**config.mk**
```make
export PLATFORM = sky130hd
export DESIGN_NAME = ssp_master
export DESIGN_NICKNAME = d
export VERILOG_FILES = /design/src/hw/ssp_pkg.sv /design/src/hw/ssp_master.sv
export SDC_FILE = /design/constraint.sdc
export NUM_CORES = 1
export LEC_CHECK = 0
export BUFFER_PORTS_ARGS = -buffer_cell sky130_fd_sc_hd__buf_2
export CORE_MARGIN = 8
export CORE_UTILIZATION = 52
export DETAILED_ROUTE_END_ITERATION = 7
export HOLD_SLACK_MARGIN = 0.02
export PLACE_DENSITY = 0.77
export SYNTH_ARGS = -nofsm -noshare
export SYNTH_HDL_FRONTEND = slang
export SYNTH_SLANG_ARGS = --single-unit
```
**constraint.sdc**
```tcl
create_clock -name hclk -period 3.4 [get_ports hclk]
set_input_delay 0.51 -clock hclk [delete_from_list [all_inputs] [get_ports hclk]]
set_output_delay 0.51 -clock hclk [all_outputs]
set_load 0.02 [all_outputs]
```
**src/hw/ssp_pkg.sv**
```systemverilog
package ssp_pkg;

	// Register indices as printed, byte address is four times the index
	localparam logic [31:0] SSP_DATA_IDX  = 32'h0000_00fd;
	localparam logic [31:0] SSP_CTRL_IDX  = 32'h0000_00fe;
	localparam logic [31:0] SSP_DATA_ADDR = SSP_DATA_IDX << 2;
	localparam logic [31:0] SSP_CTRL_ADDR = SSP_CTRL_IDX << 2;

	// Control register field positions
	localparam int SSP_EN_BIT   = 7;
	localparam int SSP_TW_BIT   = 6;
	localparam int SSP_ARB_BIT  = 5;
	localparam int SSP_BUSY_BIT = 4;
	localparam int SSP_CPOL_BIT = 3;
	localparam int SSP_CPHA_BIT = 2;
	localparam int SSP_RATE_HI  = 1;
	localparam int SSP_RATE_LO  = 0;

	// Reset values
	localparam logic [7:0] SSP_CTRL_RST = 8'h00;
	localparam logic [7:0] SSP_DATA_RST = 8'h00;

	// Shift clock dividers of the core clock, per rate code
	localparam logic [8:0] SSP_DIV_R0 = 9'h008;
	localparam logic [8:0] SSP_DIV_R1 = 9'h010;
	localparam logic [8:0] SSP_DIV_R2 = 9'h080;
	localparam logic [8:0] SSP_DIV_R3 = 9'h100;
	localparam logic [7:0] SSP_HALF_R0 = SSP_DIV_R0[8:1];
	localparam logic [7:0] SSP_HALF_R1 = SSP_DIV_R1[8:1];
	localparam logic [7:0] SSP_HALF_R2 = SSP_DIV_R2[8:1];
	localparam logic [7:0] SSP_HALF_R3 = SSP_DIV_R3[8:1];

	// Sixteen clock half periods make one byte
	localparam logic [3:0] SSP_LAST_HALF = 4'hf;
	localparam logic [1:0] SSP_FIFO_DEPTH = 2'h2;
	localparam logic [1:0] SSP_HTRANS_NONSEQ = 2'h2;

	typedef enum logic {SSP_IDLE, SSP_SHIFT} ssp_state_e;

endpackage : ssp_pkg

```
**src/hw/ssp_master.sv**
```systemverilog
// The AHB-Lite slave port was chosen for this implementation.
`timescale 1ns/1ps
module ssp_master import ssp_pkg::*; (
	// Clock and reset
	input  wire logic        hclk,
	input  wire logic        hresetn,
	// AHB-Lite slave
	input  wire logic        hsel,
	input  wire logic [31:0] haddr,
	input  wire logic [1:0]  htrans,
	input  wire logic        hwrite,
	input  wire logic [2:0]  hsize,
	input  wire logic [31:0] hwdata,
	input  wire logic        hready,
	output logic      [31:0] hrdata,
	output logic             hreadyout,
	output logic             hresp,
	// Serial pins
	output logic             sck_out,
	output logic             sck_oe,
	input  wire logic        sck_in,
	output logic             sdo_out,
	output logic             sdo_oe,
	input  wire logic        sdi_in,
	// Shared interrupt channel
	input  wire logic        ext_irq_pin,
	output logic             irq_chan2
);

	ssp_state_e state_q, state_d;
	logic       en_q, en_d, tw_q, tw_d, cpol_q, cpol_d, cpha_q, cpha_d;
	logic [1:0] rate_q, rate_d;
	logic       arb_q, arb_d, pend_q, pend_d, out_q, out_d, samp_q, samp_d;
	logic       lvl_q, lvl_d, sdi_prev_q, irq_q, irq_d;
	logic [7:0] tx_q, tx_d, sh_q, sh_d, cnt_q, cnt_d, half;
	logic [3:0] halves_q, halves_d;
	logic       edge_now, lead, stretch, done, start, sample_edge;
	logic [7:0] push_data;
	// Bus phase state
	logic       ap_wr_q, ap_data_q, ap_ctrl_q;
	logic       wr_data, wr_ctrl, rd_data, take;
	logic [31:0] rdata_q, rdata_d;
	// Two-entry receive buffer
	logic [7:0] mem_q [2];
	logic [7:0] rbuf_q, rbuf_d;
	logic [1:0] count_q, count_d;
	logic       wptr_q, rptr_q, push_ready, pop;

	// Zero wait state slave, always OKAY
	assign hreadyout = 1'b1;
	assign hresp     = 1'b0;
	assign hrdata    = rdata_q;
	assign take      = hsel && hready && htrans == SSP_HTRANS_NONSEQ;
	assign wr_data   = ap_wr_q && ap_data_q;
	assign wr_ctrl   = ap_wr_q && ap_ctrl_q;
	assign rd_data   = take && !hwrite && haddr == SSP_DATA_ADDR;
	assign pop       = rd_data && count_q != 2'h0;
	assign push_ready = count_q != SSP_FIFO_DEPTH;

	// Read mux, decoded in the address phase and registered
	always_comb begin
		rdata_d = rdata_q;
		rbuf_d  = pop ? mem_q[rptr_q] : rbuf_q;
		if (take && !hwrite) begin
			rdata_d = 32'h0000_0000;
			if (haddr == SSP_DATA_ADDR) begin
				rdata_d[7:0] = (count_q != 2'h0) ? mem_q[rptr_q] : rbuf_q;
			end else if (haddr == SSP_CTRL_ADDR) begin
				rdata_d[7:0] = {en_q, tw_q, arb_q, state_q == SSP_SHIFT,
					cpol_q, cpha_q, rate_q};
			end
		end
	end

	always_ff @(posedge hclk or negedge hresetn) begin
		if (!hresetn) begin
			ap_wr_q   <= 1'b0;
			ap_data_q <= 1'b0;
			ap_ctrl_q <= 1'b0;
			rdata_q   <= 32'h0000_0000;
			rbuf_q    <= SSP_DATA_RST;
		end else begin
			ap_wr_q   <= take && hwrite;
			ap_data_q <= take && haddr == SSP_DATA_ADDR;
			ap_ctrl_q <= take && haddr == SSP_CTRL_ADDR;
			rdata_q   <= rdata_d;
			rbuf_q    <= rbuf_d;
		end
	end

	// Receive buffer; a full buffer holds off the next start
	always_ff @(posedge hclk or negedge hresetn) begin
		if (!hresetn) begin
			count_q <= 2'h0;
			wptr_q  <= 1'b0;
			rptr_q  <= 1'b0;
			mem_q   <= '{8'h00, 8'h00};
		end else begin
			count_q <= count_d;
			if (done && push_ready) begin
				mem_q[wptr_q] <= push_data;
				wptr_q        <= ~wptr_q;
			end
			if (pop) begin
				rptr_q <= ~rptr_q;
			end
		end
	end

	always_comb begin
		count_d = count_q + {1'b0, done && push_ready} - {1'b0, pop};
	end

	// Half period of the shift clock per rate code
	always_comb begin
		case (rate_q)
			2'h0: half = SSP_HALF_R0;
			2'h1: half = SSP_HALF_R1;
			2'h2: half = SSP_HALF_R2;
			default: half = SSP_HALF_R3;
		endcase
	end

	// Slave holds the open-drain clock low to slow the master down
	assign stretch  = tw_q && lvl_q ^ cpol_q && !sck_in;
	assign edge_now = state_q == SSP_SHIFT && cnt_q == 8'h00 && !stretch;
	assign lead     = !halves_q[0];
	assign sample_edge = edge_now && (lead ^ cpha_q);
	assign done     = edge_now && halves_q == SSP_LAST_HALF;
	assign start    = state_q == SSP_IDLE && en_q && pend_q && push_ready;
	assign push_data = {sh_q[6:0], cpha_q ? sdi_in : samp_q};

	// Control, shifter and arbitration flag
	always_comb begin
		state_d = state_q; en_d = en_q; tw_d = tw_q; cpol_d = cpol_q;
		cpha_d = cpha_q; rate_d = rate_q; arb_d = arb_q; pend_d = pend_q;
		tx_d = tx_q; sh_d = sh_q; cnt_d = cnt_q; halves_d = halves_q;
		out_d = out_q; samp_d = samp_q; lvl_d = lvl_q;
		if (wr_ctrl) begin
			en_d   = hwdata[SSP_EN_BIT];
			tw_d   = hwdata[SSP_TW_BIT];
			cpol_d = hwdata[SSP_CPOL_BIT];
			cpha_d = hwdata[SSP_CPHA_BIT];
			rate_d = hwdata[SSP_RATE_HI:SSP_RATE_LO];
			if (hwdata[SSP_ARB_BIT]) begin
				arb_d = 1'b0;
			end
		end
		if (wr_data && en_q && state_q == SSP_IDLE && !pend_q) begin
			pend_d = 1'b1;
			tx_d   = hwdata[7:0];
		end
		if (start) begin
			state_d  = SSP_SHIFT;
			pend_d   = 1'b0;
			sh_d     = tx_q;
			cnt_d    = half - 8'h01;
			halves_d = 4'h0;
			lvl_d    = 1'b0;
			out_d    = cpha_q ? out_q : tx_q[7];
		end else if (state_q == SSP_SHIFT && !stretch) begin
			cnt_d = cnt_q - 8'h01;
			if (edge_now) begin
				cnt_d    = half - 8'h01;
				halves_d = halves_q + 4'h1;
				lvl_d    = !lvl_q;
				if (sample_edge && tw_q && out_q && !sdi_in) begin
					arb_d = 1'b1;
				end
				if (lead && !cpha_q) begin
					samp_d = sdi_in;
				end else if (lead) begin
					out_d = sh_q[7];
				end else begin
					sh_d  = push_data;
					out_d = cpha_q ? out_q : sh_q[6];
				end
				if (done) begin
					state_d = SSP_IDLE;
					out_d   = 1'b1;
				end
			end
		end
		if (!en_q) begin
			state_d = SSP_IDLE;
			pend_d  = 1'b0;
			lvl_d   = 1'b0;
			out_d   = 1'b1;
		end
	end

	// Source select of the shared interrupt line
	always_comb begin
		if (en_q) begin
			irq_d = done;
		end else if (tw_q) begin
			irq_d = sck_in && sdi_prev_q != sdi_in;
		end else begin
			irq_d = ext_irq_pin;
		end
	end

	always_ff @(posedge hclk or negedge hresetn) begin
		if (!hresetn) begin
			state_q <= SSP_IDLE; en_q <= SSP_CTRL_RST[SSP_EN_BIT];
			tw_q <= SSP_CTRL_RST[SSP_TW_BIT]; cpol_q <= SSP_CTRL_RST[SSP_CPOL_BIT];
			cpha_q <= SSP_CTRL_RST[SSP_CPHA_BIT]; rate_q <= 2'h0;
			arb_q <= 1'b0; pend_q <= 1'b0; tx_q <= SSP_DATA_RST; sh_q <= SSP_DATA_RST;
			cnt_q <= 8'h00; halves_q <= 4'h0; out_q <= 1'b1; samp_q <= 1'b0;
			lvl_q <= 1'b0; sdi_prev_q <= 1'b1; irq_q <= 1'b0;
		end else begin
			state_q <= state_d; en_q <= en_d; tw_q <= tw_d; cpol_q <= cpol_d;
			cpha_q <= cpha_d; rate_q <= rate_d; arb_q <= arb_d; pend_q <= pend_d;
			tx_q <= tx_d; sh_q <= sh_d; cnt_q <= cnt_d; halves_q <= halves_d;
			out_q <= out_d; samp_q <= samp_d; lvl_q <= lvl_d;
			sdi_prev_q <= sdi_in; irq_q <= irq_d;
		end
	end

	// Pins; in two-wire mode both lines only pull low
	assign sck_out   = tw_q ? 1'b0 : lvl_q ^ cpol_q;
	assign sck_oe    = en_q && (!tw_q || !(lvl_q ^ cpol_q));
	assign sdo_out   = tw_q ? 1'b0 : out_q;
	assign sdo_oe    = en_q && (!tw_q || !out_q);
	assign irq_chan2 = irq_q;
endmodule : ssp_master

```
==> summary.txt, run 1 <==
Die
  • FP Rows: 32
  • Starting Density: 53.7%
  • Die Span Y: 105 um
  • Horiz. Die Dim: 105 um
  • Die ar.: 11100 um^2
  • I/O pins: 116
  • Core area: 7730 um^2

Finish
  • Area delta synth->final: 13.4%
  • N_diodes: 0
  • Final #Nets: 534
  • Layout cells sized above 1: 29.9%
  • Fin util: 60.9%
  • Commonest non-fill, non-tap cells in the layout: dfrtp_1 (79), buf_2 (61), mux2_2 (40)
  • Commonest non-fill, non-tap cell in the layout: dfrtp_1
  • Cell Count, Final, Fillers Out: 557

Synth
  • Cells after Synth: 390
  • Async S/R FF share, synth: 100%
  • Number of unique standard cell types used by synthesis: 51
  • Synth Warn #: 0
  • Post-synthesis instance area: 4150 um^2
  • Seq/Total Area, Yosys: 48.9%
  • Synth Flop Type: dfrtp_1
  • Mean Syn Cell Area: 10.6 um^2
  • Number of synthesized flops with an enable pin: 0
  • Yosys reg bits: 81

Setup path
  • Worst Setup Start Kind: register
  • Crit end category: register
  • Crit Path Class: reg2reg
  • Worst EP arrival: 3.08 ns
  • Critical Path Fanout Max: 8
  • WP data required: 3.64 ns

Clock network
  • Max Root-Sink Buffers: 2
  • H-tree Lvls: 3
  • CTS tree: yes
  • Worst-Skew Late Latency: 0.35 ns
  • Setup Fix Bufs, Post-CTS: 0
  • Root Driver: clkbuf_8
  • TritonCTS Buffers: 9
  • CTS-repair resized insts: 0
  • Cts hold-fix bufs: 0
  • Clock-pin transition on the worst setup and hold timing paths: 0.08 ns
  • # clock sinks: 81

STA
  • # setup viols final: 0
  • Setup Total Neg Slack: 0 ns
  • Fmax: 352 MHz
  • Tmin final: 2.84 ns
  • Final Hold Viols: 0
  • Final cycle utilization of the critical path: 83.6%
  • Clock Skews: 0.00696 ns
  • Final slew viol count: 0
  • RSZ-0062 raised after global routing: false
  • Slew margin rel.: 34.8%
  • Slew @ Worst Pin: 0.979 ns
  • Final WS setup: 0.558 ns

Drt
  • First-pass iteration count of the detailed router: 4
  • First-iteration detailed-routing DRC count: 162
  • Routed Antenna Nets: 0
  • Via/cell ratio: 5.48
  • Via count: 3054
  • DRC viols: 0
  • DR WL/cell: 16.6 um
  • Final WL: 9270 um

Pwr
  • Tot Pwr: 1.92 mW
  • Leak: 2.33 nW
  • PD cells: 407 nW/um^2
  • Maximum vdd drop: 0.309 mV

Flow run
  • # Max-Cap Violations: 0

Placement
  • Post-DP HPWL: 6890 um
  • Final Wtd Congestion: 0.803
  • Cells after DPL: 541
  • PortBufs: 62
  • Dpl ws: 0.563 ns

Global route
  • First-pass GRT wire length: 15100 um
  • Initial antenna violation count: 0
  • Vias in the first global route: 3043
  • Overall routing resource usage: 16.8%
  • Gr ovfl total: 0
  • Largest net degree at the start of global routing: 82

Worst hold path
  • Worst hold-check path type: in2reg

Status
  • Outcome: finished, final reports clean
[path summary, 6_finish.rpt]
kind / start / endpoint / slack, ns / depth (start not counted)
setup / recovery: cnt_q[0]$_DFFE_PN0P_ / mem_q[14]$_DFFE_PN0P_ / 0.56 / 6
hold / removal: sdi_in / sdi_prev_q$_DFF_PN1_ / 0.30 / 1
setup reg to reg: cnt_q[0]$_DFFE_PN0P_ / mem_q[14]$_DFFE_PN0P_ / 0.56 / 6
hold reg to reg: hrdata[0]$_DFFE_PN0P_ / hrdata[0]$_DFFE_PN0P_ / 0.48 / 2
max in group asynchronous: hresetn / halves_q[2]$_DFFE_PN0P_ / 2.46 / 1
min in group asynchronous: hresetn / mem_q[11]$_DFFE_PN0P_ / 0.32 / 1
[cells in the mapped netlist (2+ instances only)]
master / instances / area share (%)
nor3_1: 6 / 0.72
nor3b_1: 3 / 0.54
dfrtp_1: 79 / 48
nand2_1: 32 / 2.9
xnor2_1: 7 / 1.5
mux2_2: 40 / 11
conb_1: 2 / 0.18
inv_1: 15 / 1.4
mux2i_1: 17 / 4.1
nand2b_1: 8 / 1.2
a2bb2oi_1: 2 / 0.42
a211oi_1: 6 / 1.1
o31a_1: 3 / 0.63
nor4b_1: 2 / 0.42
nand3_1: 7 / 0.84
nor2b_1: 4 / 0.60
xor2_1: 2 / 0.42
nor4_1: 6 / 0.90
a21o_1: 2 / 0.36
o21ai_0: 20 / 2.4
and3_1: 2 / 0.30
or2_2: 3 / 0.45
ha_1: 7 / 2.1
a31oi_1: 7 / 1.1
a22o_1: 4 / 0.84
nand4_1: 2 / 0.30
dfstp_2: 2 / 1.3
a21oi_1: 11 / 1.3
clkbuf_1: 13 / 1.2
buf_4: 26 / 4.7
nor2_1: 27 / 2.4
buf_2: 4 / 0.48
[registers in the layout (all words and copies together) (netlist names), 2 cells and up]
| register | count |
|---|---|
| mem_q | 16 |
| cnt_q | 8 |
| hrdata | 8 |
| rbuf_q | 8 |
| sh_q | 8 |
| tx_q | 8 |
| halves_q | 4 |
| count_q | 2 |
| rate_q | 2 |
[worst max-delay path, cell delays in order (launching register included)]
cell,delay (ns)
dfrtp_1,0.41
inv_1,0.09
ha_1,0.14
or4b_1,0.59
or2_0,0.46
nor4_4,0.63
mux2_2,0.41
[per-layer routing]
metal	track usage (%)	part of all wire, %	up-vias
met1	21.0	43	1488
met5	0	0	-
met3	4.57	9.1	9
li1	-	-	1440
met2	27.2	47	117
met4	5.91	1.2	0
[kinds of logic (layout without fill, tap and decap cells)]
family                   count (synthesis)  in the layout  synth area share (%)
AND/OR/NAND/NOR                        113            113                  14.1
flip-flops                              81             81                  48.9
AO/OA/AOI/OAI                           63             63                  10.2
buffers and inverters                   58             99                  7.71
multiplexers                            57             57                  14.9
XOR/XNOR                                 9              9                  1.90
adder cells (fa/ha/maj)                  7              7                  2.11
other                                    2             26                 0.181
[metrics by stage]
| step | area (um^2) | hold slack, ns |
|---|---|---|
| 6_report | 4710 | 0.305 |
| 5_1_grt | 4710 | 0.291 |
| 2_1_floorplan | 4240 | 0.214 |
| 3_3_place_gp | 4470 | 0.460 |
| 3_5_place_dp | 4470 | 0.471 |
| 4_1_cts | 4710 | 0.300 |
[power breakdown]
group          switching, mW  internal [mW]
Sequential           0.00921          0.968
Combinational         0.0791         0.0378
Clock                  0.348          0.474
[cell type report]
type                            count  area, um^2
Sequential cell                    81        2030
Clock buffer                       12         165
Clock inverter                      4        73.8
Timing Repair Buffer               68         358
Fill cell                         663        3020
Multi-Input combinational cell    275        1900
Inverter                           15        56.3
Tap cell                          102         128
Note: power is estimated with default switching activity, not from simulation.
==> run 2: changes to the inputs <==
--- a/config.mk
+++ b/config.mk
@@ -5,12 +5,13 @@
 export SDC_FILE = /design/constraint.sdc
 export NUM_CORES = 1
 export LEC_CHECK = 0
+export ABC_AREA = 1
 export BUFFER_PORTS_ARGS = -buffer_cell sky130_fd_sc_hd__buf_2
 export CORE_MARGIN = 8
-export CORE_UTILIZATION = 52
+export CORE_UTILIZATION = 48
 export DETAILED_ROUTE_END_ITERATION = 7
 export HOLD_SLACK_MARGIN = 0.02
-export PLACE_DENSITY = 0.77
+export PLACE_DENSITY = 0.73
 export SYNTH_ARGS = -nofsm -noshare
 export SYNTH_HDL_FRONTEND = slang
 export SYNTH_SLANG_ARGS = --single-unit
==> constraint.sdc (replaced) <==
create_clock -name hclk -period 2.3 [get_ports hclk]
set_input_delay 0.345 -clock hclk [delete_from_list [all_inputs] [get_ports hclk]]
set_output_delay 0.345 -clock hclk [all_outputs]
set_load 0.02 [all_outputs]
==> run 2 against run 1 <==
Core utilization fell by 5.3 points. Fmax rose by 32%. First-iteration DRC count is 53% higher. Cell count grew 36%. Synthesized cell count is 46% higher. Setup slack got worse by 0.41 ns. Register-to-register slack got worse by 0.41 ns. Power rose by 37%. Area after synthesis rose by 9.1%. Flip-flop and latch count is the same. Critical path type unchanged. Critical endpoint is now count_q[1]$_DFF_PN0_.
==> summary.txt, run 2 <==
Drt
  • First-pass iteration count of the detailed router: 5 (was 4)
  • DR WL/cell: 13.7 um (was 16.6 um)
  • Routed Antenna Nets: 0 (unchanged)
  • DRC viols: 0 (unchanged)
  • Via count: 3852 (was 3054)
  • Final WL: 10400 um (was 9270 um)
  • Via/cell ratio: 5.07 (was 5.48)
  • First-iteration detailed-routing DRC count: 248 (was 162)

Synth
  • Synth top area cells: dfrtp_1 (44%), nand2_1 (15%), buf_4 (4.5%) (was dfrtp_1 (48%), mux2_2 (11%), buf_4 (4.7%))
  • Number of unique standard cell types used by synthesis: 45 (was 51)
  • Post-synthesis instance area: 4530 um^2 (was 4150 um^2)
  • Yosys reg bits: 81 (unchanged)
  • Number of synthesized flops with an enable pin: 0 (unchanged)
  • Async S/R FF share, synth: 100% (unchanged)
  • Cell with the most instances after synthesis: nand2_1 (was dfrtp_1)
  • Cells after Synth: 571 (was 390)
  • Synth Flop Type: dfrtp_1 (unchanged)
  • Synth area leader: dfrtp_1 (unchanged)
  • Area share of the largest cell type after synthesis: 43.6% (was 47.6%)
  • Synth cell count leaders: nand2_1 (183), dfrtp_1 (79), inv_1 (51) (was dfrtp_1 (79), mux2_2 (40), nand2_1 (32))
  • Mean Syn Cell Area: 7.94 um^2 (was 10.6 um^2)
  • Seq/Total Area, Yosys: 44.8% (was 48.9%)
  • Synth Warn #: 0 (unchanged)

Clock network
  • Max Root-Sink Buffers: 2 (unchanged)
  • H-tree Lvls: 3 (unchanged)
  • Setup Fix Bufs, Post-CTS: 0 (unchanged)
  • Worst-Skew Late Latency: 0.36 ns (was 0.35 ns)
  • TritonCTS Buffers: 9 (unchanged)
  • Clock-pin transition on the worst setup and hold timing paths: 0.08 ns (about the same)
  • # clock sinks: 81 (unchanged)
  • CTS tree: yes (unchanged)
  • Root Driver: clkbuf_8 (unchanged)

STA
  • Slew @ Worst Pin: 0.543 ns (was 0.979 ns)
  • Setup Total Neg Slack: 0 ns (unchanged)
  • Final WS setup: 0.147 ns (was 0.558 ns)
  • Tmin final: 2.15 ns (was 2.84 ns)
  • Slew margin rel.: 63.8% (was 34.8%)
  • Final cycle utilization of the critical path: 93.6% (was 83.6%)
  • Final slew viol count: 0 (unchanged)
  • RSZ-0062 raised after global routing: false (unchanged)
  • Clock Skews: 0.0110 ns (was 0.00696 ns)
  • Final Hold Viols: 0 (unchanged)
  • Fmax: 464 MHz (was 352 MHz)
  • # setup viols final: 0 (unchanged)

Setup path
  • Crit end category: register (unchanged)
  • Worst Setup Start Kind: register (unchanged)
  • Worst EP arrival: 2.39 ns (was 3.08 ns)
  • Cell at the slowest stage of the critical path: dfrtp_1 (was nor4_4)
  • Max incr delay on CP: 0.38 ns (was 0.63 ns)
  • CP dominant cell by count: ha_1
  • Crit Path Class: reg2reg (unchanged)
  • Critical Path Fanout Max: 10 (was 8)
  • Crit path cell chain: inv_1, ha_1, nand2_1, clkinv_1, nand2_2, nor2_4, nand2_4, inv_6, nand3_4, ha_1, inv_1, ha_1, xnor2_2, xor2_1 (was inv_1, ha_1, or4b_1, or2_0, nor4_4, mux2_2)
  • WP data required: 2.53 ns (was 3.64 ns)

Finish
  • Commonest non-fill, non-tap cells in the layout: nand2_1 (183), dfrtp_1 (79), buf_2 (61) (was dfrtp_1 (79), buf_2 (61), mux2_2 (40))
  • Max reg flops: 16 (unchanged)
  • Layout cells sized above 1: 19.7% (was 29.9%)
  • Biggest register: mem_q (unchanged)
  • Final #Nets: 728 (was 534)
  • N_diodes: 0 (unchanged)
  • Area delta synth->final: 12.9% (was 13.4%)
  • Commonest non-fill, non-tap cell in the layout: nand2_1 (was dfrtp_1)

Pwr
  • Clock share of power: 40.1% (was 42.9%)
  • Tot Pwr: 2.62 mW (was 1.92 mW)
  • Logic pwr share: 5.5% (was 6.1%)
  • Internal Power: 1.98 mW (was 1.48 mW)
  • Maximum vdd drop: 0.328 mV (was 0.309 mV)
  • Leak: 2.72 nW (was 2.33 nW)
  • PD cells: 512 nW/um^2 (was 407 nW/um^2)
  • Flop pwr share: 54.4% (was 51.0%)
  • Switching share of power: 24.4% (was 22.8%)
  • Switching Power: 639 uW (was 436 uW)

Global route
  • Gr ovfl total: 0 (unchanged)
  • Initial antenna violation count: 0 (unchanged)
  • First-pass GRT wire length: 17700 um (was 15100 um)
  • Largest net degree at the start of global routing: 43 (was 82)
  • Vias in the first global route: 3826 (was 3043)
  • Overall routing resource usage: 17.1% (was 16.8%)

Placement
  • Dpl ws: 0.114 ns (was 0.563 ns)
  • PortBufs: 62 (unchanged)
  • Final Wtd Congestion: 0.865 (was 0.803)
  • Post-DP HPWL: 8000 um (was 6890 um)

Die
  • I/O pins: 116 (unchanged)
  • Die Span Y: 113 um (was 105 um)
  • FP Rows: 35 (was 32)
  • Core area: 9200 um^2 (was 7730 um^2)
  • Horiz. Die Dim: 113 um (was 105 um)
  • Die ar.: 12800 um^2 (was 11100 um^2)
  • Starting Density: 49.3% (was 53.7%)

Flow run
  • # Max-Cap Violations: 0 (unchanged)

Status
  • Outcome: finished, final reports clean (unchanged)

Worst hold path
  • Worst hold-check path type: in2reg (unchanged)
-- run 2: cell count changes in the layout (fill, tap and decap cells not counted), sizes merged, moves of 10 or more --
cell / change
nand2: +159
inv: +42
mux2: -39
o21ai: +39
nand3: +22
nor2: +22
nand4: +13
mux2i: -10
-- run 2: path summary, 6_finish.rpt --
check                                           start               endpoint  slack [ns]  cells past startpoint
worst min register to register  hrdata[7]$_DFFE_PN0P_  hrdata[7]$_DFFE_PN0P_        0.48                      2
worst min-delay path                           sdi_in   sdi_prev_q$_DFF_PN1_        0.15                      1
min in group asynchronous                     hresetn  hrdata[3]$_DFFE_PN0P_        0.51                      2
worst max-delay path             cnt_q[1]$_DFFE_PN0P_   count_q[1]$_DFF_PN0_        0.15                     14
worst max register to register   cnt_q[1]$_DFFE_PN0P_   count_q[1]$_DFF_PN0_        0.15                     14
max in group asynchronous                     hresetn   sdi_prev_q$_DFF_PN1_        1.09                      3
-- run 2: per-layer routing --
layer / part of all wire, % / routed length (um) / global-route usage (%)
met1: 41 / 4270 / 19.5
met5: 0 / 0 / 0
met4: 2.6 / 275 / 6.66
met3: 5.2 / 544 / 4.37
met2: 51 / 5340 / 29.9
-- run 2: final cells by class --
type / count / area (um^2)
Timing Repair Buffer: 77 / 440
Clock buffer: 9 / 124
Clock inverter: 7 / 77.6
Fill cell: 849 / 4080
Inverter: 58 / 228
Tap cell: 111 / 139
Multi-Input combinational cell: 417 / 2080
Sequential cell: 81 / 2030
-- run 2: critical path, delay by kind of cell (launching register included) --
family                   cells  cell delay [ns]
XOR/XNOR                     2             0.28
adder cells (fa/ha/maj)      3             0.64
buffers and inverters        4             0.31
flip-flops                   1             0.38
AND/OR/NAND/NOR              5             0.42
-- run 2: through the flow --
stage               hold WS [ns]  util [%]  instance area (um^2)  std cells
floorplan                 0.0494         -                  4620        595
global placement           0.361      53.3                  4900        743
detailed placement         0.367      53.3                  4900        743
CTS                        0.132      55.6                  5110        760
global route               0.121      55.7                  5120        760
finish                     0.148      55.7                  5120        760
-- run 2: cell families (layout without fill, tap and decap cells) --
logic type / after synthesis / count (layout) / synth area share [%]
simple gates: 292 / 292 / 28.9
buf+inv: 97 / 151 / 11.5
flops: 81 / 81 / 44.8
compound gates: 75 / 75 / 9.22
xor+xnor: 9 / 9 / 1.74
mux: 8 / 8 / 1.79
fa+ha+maj: 7 / 7 / 1.93
other cells: 2 / 26 / 0.166
-- run 2: repair_timing --
action / in CTS / in global routing
hold endpoints to repair: 41 / 0
resized for setup: 0 / 2
hold buffers: 1 / 0
setup endpoints to repair: 0 / 1
-- run 2: power groups by stage --
stage / logic, mW / registers, mW / clock network, mW
6_report: 0.143 / 1.43 / 1.05
5_1_grt: 0.162 / 1.43 / 1.14
4_1_cts: 0.145 / 1.43 / 1.09
3_5_place_dp: 0.143 / 1.45 / 0
3_3_place_gp: 0.140 / 1.45 / 0
2_1_floorplan: 0.0945 / 1.45 / 0
==> run 3: changes to the inputs <==
--- a/config.mk
+++ b/config.mk
@@ -7,11 +7,13 @@
 export LEC_CHECK = 0
 export ABC_AREA = 1
 export BUFFER_PORTS_ARGS = -buffer_cell sky130_fd_sc_hd__buf_2
-export CORE_MARGIN = 8
-export CORE_UTILIZATION = 48
+export CELL_PAD_IN_SITES_DETAIL_PLACEMENT = 1
+export CELL_PAD_IN_SITES_GLOBAL_PLACEMENT = 1
+export CORE_MARGIN = 4
+export CORE_UTILIZATION = 35
 export DETAILED_ROUTE_END_ITERATION = 7
 export HOLD_SLACK_MARGIN = 0.02
-export PLACE_DENSITY = 0.73
+export PLACE_DENSITY = 0.74
 export SYNTH_ARGS = -nofsm -noshare
 export SYNTH_HDL_FRONTEND = slang
 export SYNTH_SLANG_ARGS = --single-unit
==> run 3 against run 2 <==
Via count increased by 0.55%. Setup slack better by 0.041 ns. Die area up 16%. Global-route usage up 1.1 points. Sequential power barely moved.
==> summary.txt, run 3 (synthesized netlist as in run 2, its figures left out) <==
Status
  • Outcome: finished, final reports clean (unchanged)

Pwr
  • Clock share of power: 50.7% (was 40.1%)
  • Maximum vdd drop: 0.300 mV (was 0.328 mV)
  • Internal Power: 2.50 mW (was 1.98 mW)
  • PD cells: 601 nW/um^2 (was 512 nW/um^2)
  • Flop pwr share: 44.7% (was 54.4%)
  • Leak: 2.78 nW (was 2.72 nW)
  • Switching Power: 690 uW (was 639 uW)
  • Switching share of power: 21.6% (was 24.4%)
  • Logic pwr share: 4.5% (was 5.5%)

Clock network
  • Worst-Skew Late Latency: 0.34 ns (was 0.36 ns)
  • CTS-repair resized insts: 0 (unchanged)
  • Clock-pin transition on the worst setup and hold timing paths: 0.06 ns (was 0.08 ns)
  • Setup Fix Bufs, Post-CTS: 0 (unchanged)
  • CTS tree: yes (unchanged)
  • # clock sinks: 81 (unchanged)
  • TritonCTS Buffers: 9 (unchanged)
  • H-tree Lvls: 3 (unchanged)
  • Root Driver: clkbuf_16 (was clkbuf_8)
  • Max Root-Sink Buffers: 2 (unchanged)
  • Cts hold-fix bufs: 0 (was 1)

Setup path
  • Crit path cell chain: inv_1, ha_1, nand2_1, clkinv_1, nand2_2, nor2_4, nand2_4, inv_6, nand3_4, ha_1, inv_1, ha_1, xnor2_1, xor2_1 (was inv_1, ha_1, nand2_1, clkinv_1, nand2_2, nor2_4, nand2_4, inv_6, nand3_4, ha_1, inv_1, ha_1, xnor2_2, xor2_1)
  • WP data required: 2.57 ns (was 2.53 ns)
  • Worst Setup Start Kind: register (unchanged)
  • Cell at the slowest stage of the critical path: dfrtp_1 (unchanged)
  • Worst EP arrival: 2.38 ns (was 2.39 ns)
  • Buf+Inv Stages, Crit Path: 4 (unchanged)
  • Crit path depth: 14 (unchanged)
  • Max incr delay on CP: 0.39 ns (was 0.38 ns)
  • Worst R2R End: count_q[1]$_DFF_PN0_ (unchanged)
  • Crit end category: register (unchanged)
  • R2R depth: 14 (unchanged)
  • Top delay family on crit path: adder cells (unchanged)
  • Reg2reg start: cnt_q[0]$_DFFE_PN0P_ (was cnt_q[1]$_DFFE_PN0P_)
  • Crit Path Class: reg2reg (unchanged)
  • CP dominant cell by count: ha_1 (unchanged)
  • CP startpoint: cnt_q[0]$_DFFE_PN0P_ (was cnt_q[1]$_DFFE_PN0P_)
  • Crit path capture: count_q[1]$_DFF_PN0_ (unchanged)
  • R2R Setup Slk: 0.19 ns (was 0.15 ns)
  • Critical Path Fanout Max: 5 (was 10)

STA
  • RSZ-0062 raised after global routing: false (unchanged)
  • Setup Total Neg Slack: 0 ns (unchanged)
  • Clock Skews: 0.00519 ns (was 0.0110 ns)
  • Final Hold Viols: 0 (unchanged)
  • Slew @ Worst Pin: 0.797 ns (was 0.543 ns)
  • Final cycle utilization of the critical path: 91.8% (was 93.6%)
  • # setup viols final: 0 (unchanged)
  • Tmin final: 2.11 ns (was 2.15 ns)
  • Slew margin rel.: 46.8% (was 63.8%)
  • Final slew viol count: 0 (unchanged)
  • Fmax: 473 MHz (was 464 MHz)

Global route
  • Gr ovfl total: 0 (unchanged)
  • Largest net degree at the start of global routing: 63 (was 43)
  • Initial antenna violation count: 0 (unchanged)
  • Overall routing resource usage: 18.1% (was 17.1%)
  • First-pass GRT wire length: 21100 um (was 17700 um)
  • Vias in the first global route: 4268 (was 3826)

Placement
  • Post-DP HPWL: 9370 um (was 8000 um)
  • Final Wtd Congestion: 0.816 (was 0.865)
  • PortBufs: 62 (unchanged)
  • Cells after DPL: 807 (was 743)

Drt
  • Final WL: 12500 um (was 10400 um)
  • DR WL/cell: 15.2 um (was 13.7 um)
  • Via/cell ratio: 4.71 (was 5.07)
  • First-pass iteration count of the detailed router: 4 (was 5)
  • Via count: 3873 (was 3852)
  • Routed Antenna Nets: 0 (unchanged)
  • First-iteration detailed-routing DRC count: 156 (was 248)
  • DRC viols: 0 (unchanged)

Finish
  • Commonest non-fill, non-tap cell in the layout: nand2_1 (unchanged)
  • Max reg flops: 16 (unchanged)
  • Commonest non-fill, non-tap cells in the layout: nand2_1 (183), dfrtp_1 (79), buf_2 (61) (unchanged)
  • Area delta synth->final: 17.3% (was 12.9%)
  • Layout cells sized above 1: 19.5% (was 19.7%)
  • Final #Nets: 730 (was 728)
  • Cell Count, Final, Fillers Out: 822 (was 760)
  • N_diodes: 0 (unchanged)
  • Fin util: 42.0% (was 55.7%)
  • Biggest register: mem_q (unchanged)

Die
  • Die Span Y: 122 um (was 113 um)
  • Core area: 12700 um^2 (was 9200 um^2)
  • Die ar.: 14800 um^2 (was 12800 um^2)
  • Horiz. Die Dim: 122 um (was 113 um)
  • FP Rows: 41 (was 35)
  • I/O pins: 116 (unchanged)
  • Starting Density: 35.8% (was 49.3%)

Flow run
  • # Max-Cap Violations: 0 (unchanged)

Worst hold path
  • Worst hold-check path type: in2async (was in2reg)
==> run 3: cell count changes in the layout (fill, tap and decap cells not counted), sizes merged <==
cell and delta:
clkbuf +4, buf +3, inv -3, clkinv -2
bufinv +1, clkinvlp -1, dlygate4sd3 -1
==> run 3: worst min-delay path by stage <==
stage                          start               endpoint  slack [ns]  cells past startpoint
2_1_floorplan                hresetn    ap_ctrl_q$_DFF_PN0_        0.05                      0
6_report                     hresetn  hrdata[6]$_DFFE_PN0P_        0.08                      1
3_3_place_gp      wptr_q$_DFFE_PN0N_     wptr_q$_DFFE_PN0N_        0.45                      2
4_1_cts                      hresetn  rbuf_q[6]$_DFFE_PN0P_        0.13                      1
3_5_place_dp   rbuf_q[1]$_DFFE_PN0P_  rbuf_q[1]$_DFFE_PN0P_        0.47                      2
5_1_grt                      hresetn  hrdata[6]$_DFFE_PN0P_        0.15                      1
==> run 3: final cells by class <==
type	instances	area (um^2)
Tap cell	172	215
Clock buffer	13	270
Sequential cell	81	2030
Inverter	58	228
Clock inverter	2	60.1
Fill cell	1603	7350
Multi-Input combinational cell	417	2070
Timing Repair Buffer	79	440
==> run 3: stage by stage <==
stage          hold WS, ns  power [mW]  instance area [um^2]  setup slack (ns)
2_1_floorplan       0.0494        1.55                  4620             0.154
3_3_place_gp         0.453        1.60                  4990             0.234
3_5_place_dp         0.467        1.60                  4990             0.121
4_1_cts              0.130        3.23                  5320             0.152
5_1_grt              0.151        3.32                  5320            0.0264
6_report            0.0784        3.19                  5320             0.187
==> run 3: metal layers <==
metal  vias to the layer above  global-route usage (%)  part of all wire [%]
li1                       1930                       -                     -
met1                      1891                    21.5                    42
met2                        38                    33.5                    54
met3                        14                    2.55                   2.0
met4                         0                    6.02                   1.4
met5                         -                       0                     0
==> run 3: power by group through the flow <==
stage / registers (mW) / clock network, mW / logic, mW
floorplan: 1.45 / 0 / 0.0945
global placement: 1.45 / 0 / 0.143
detailed placement: 1.45 / 0 / 0.148
CTS: 1.43 / 1.66 / 0.148
global route: 1.43 / 1.73 / 0.164
finish: 1.43 / 1.62 / 0.145
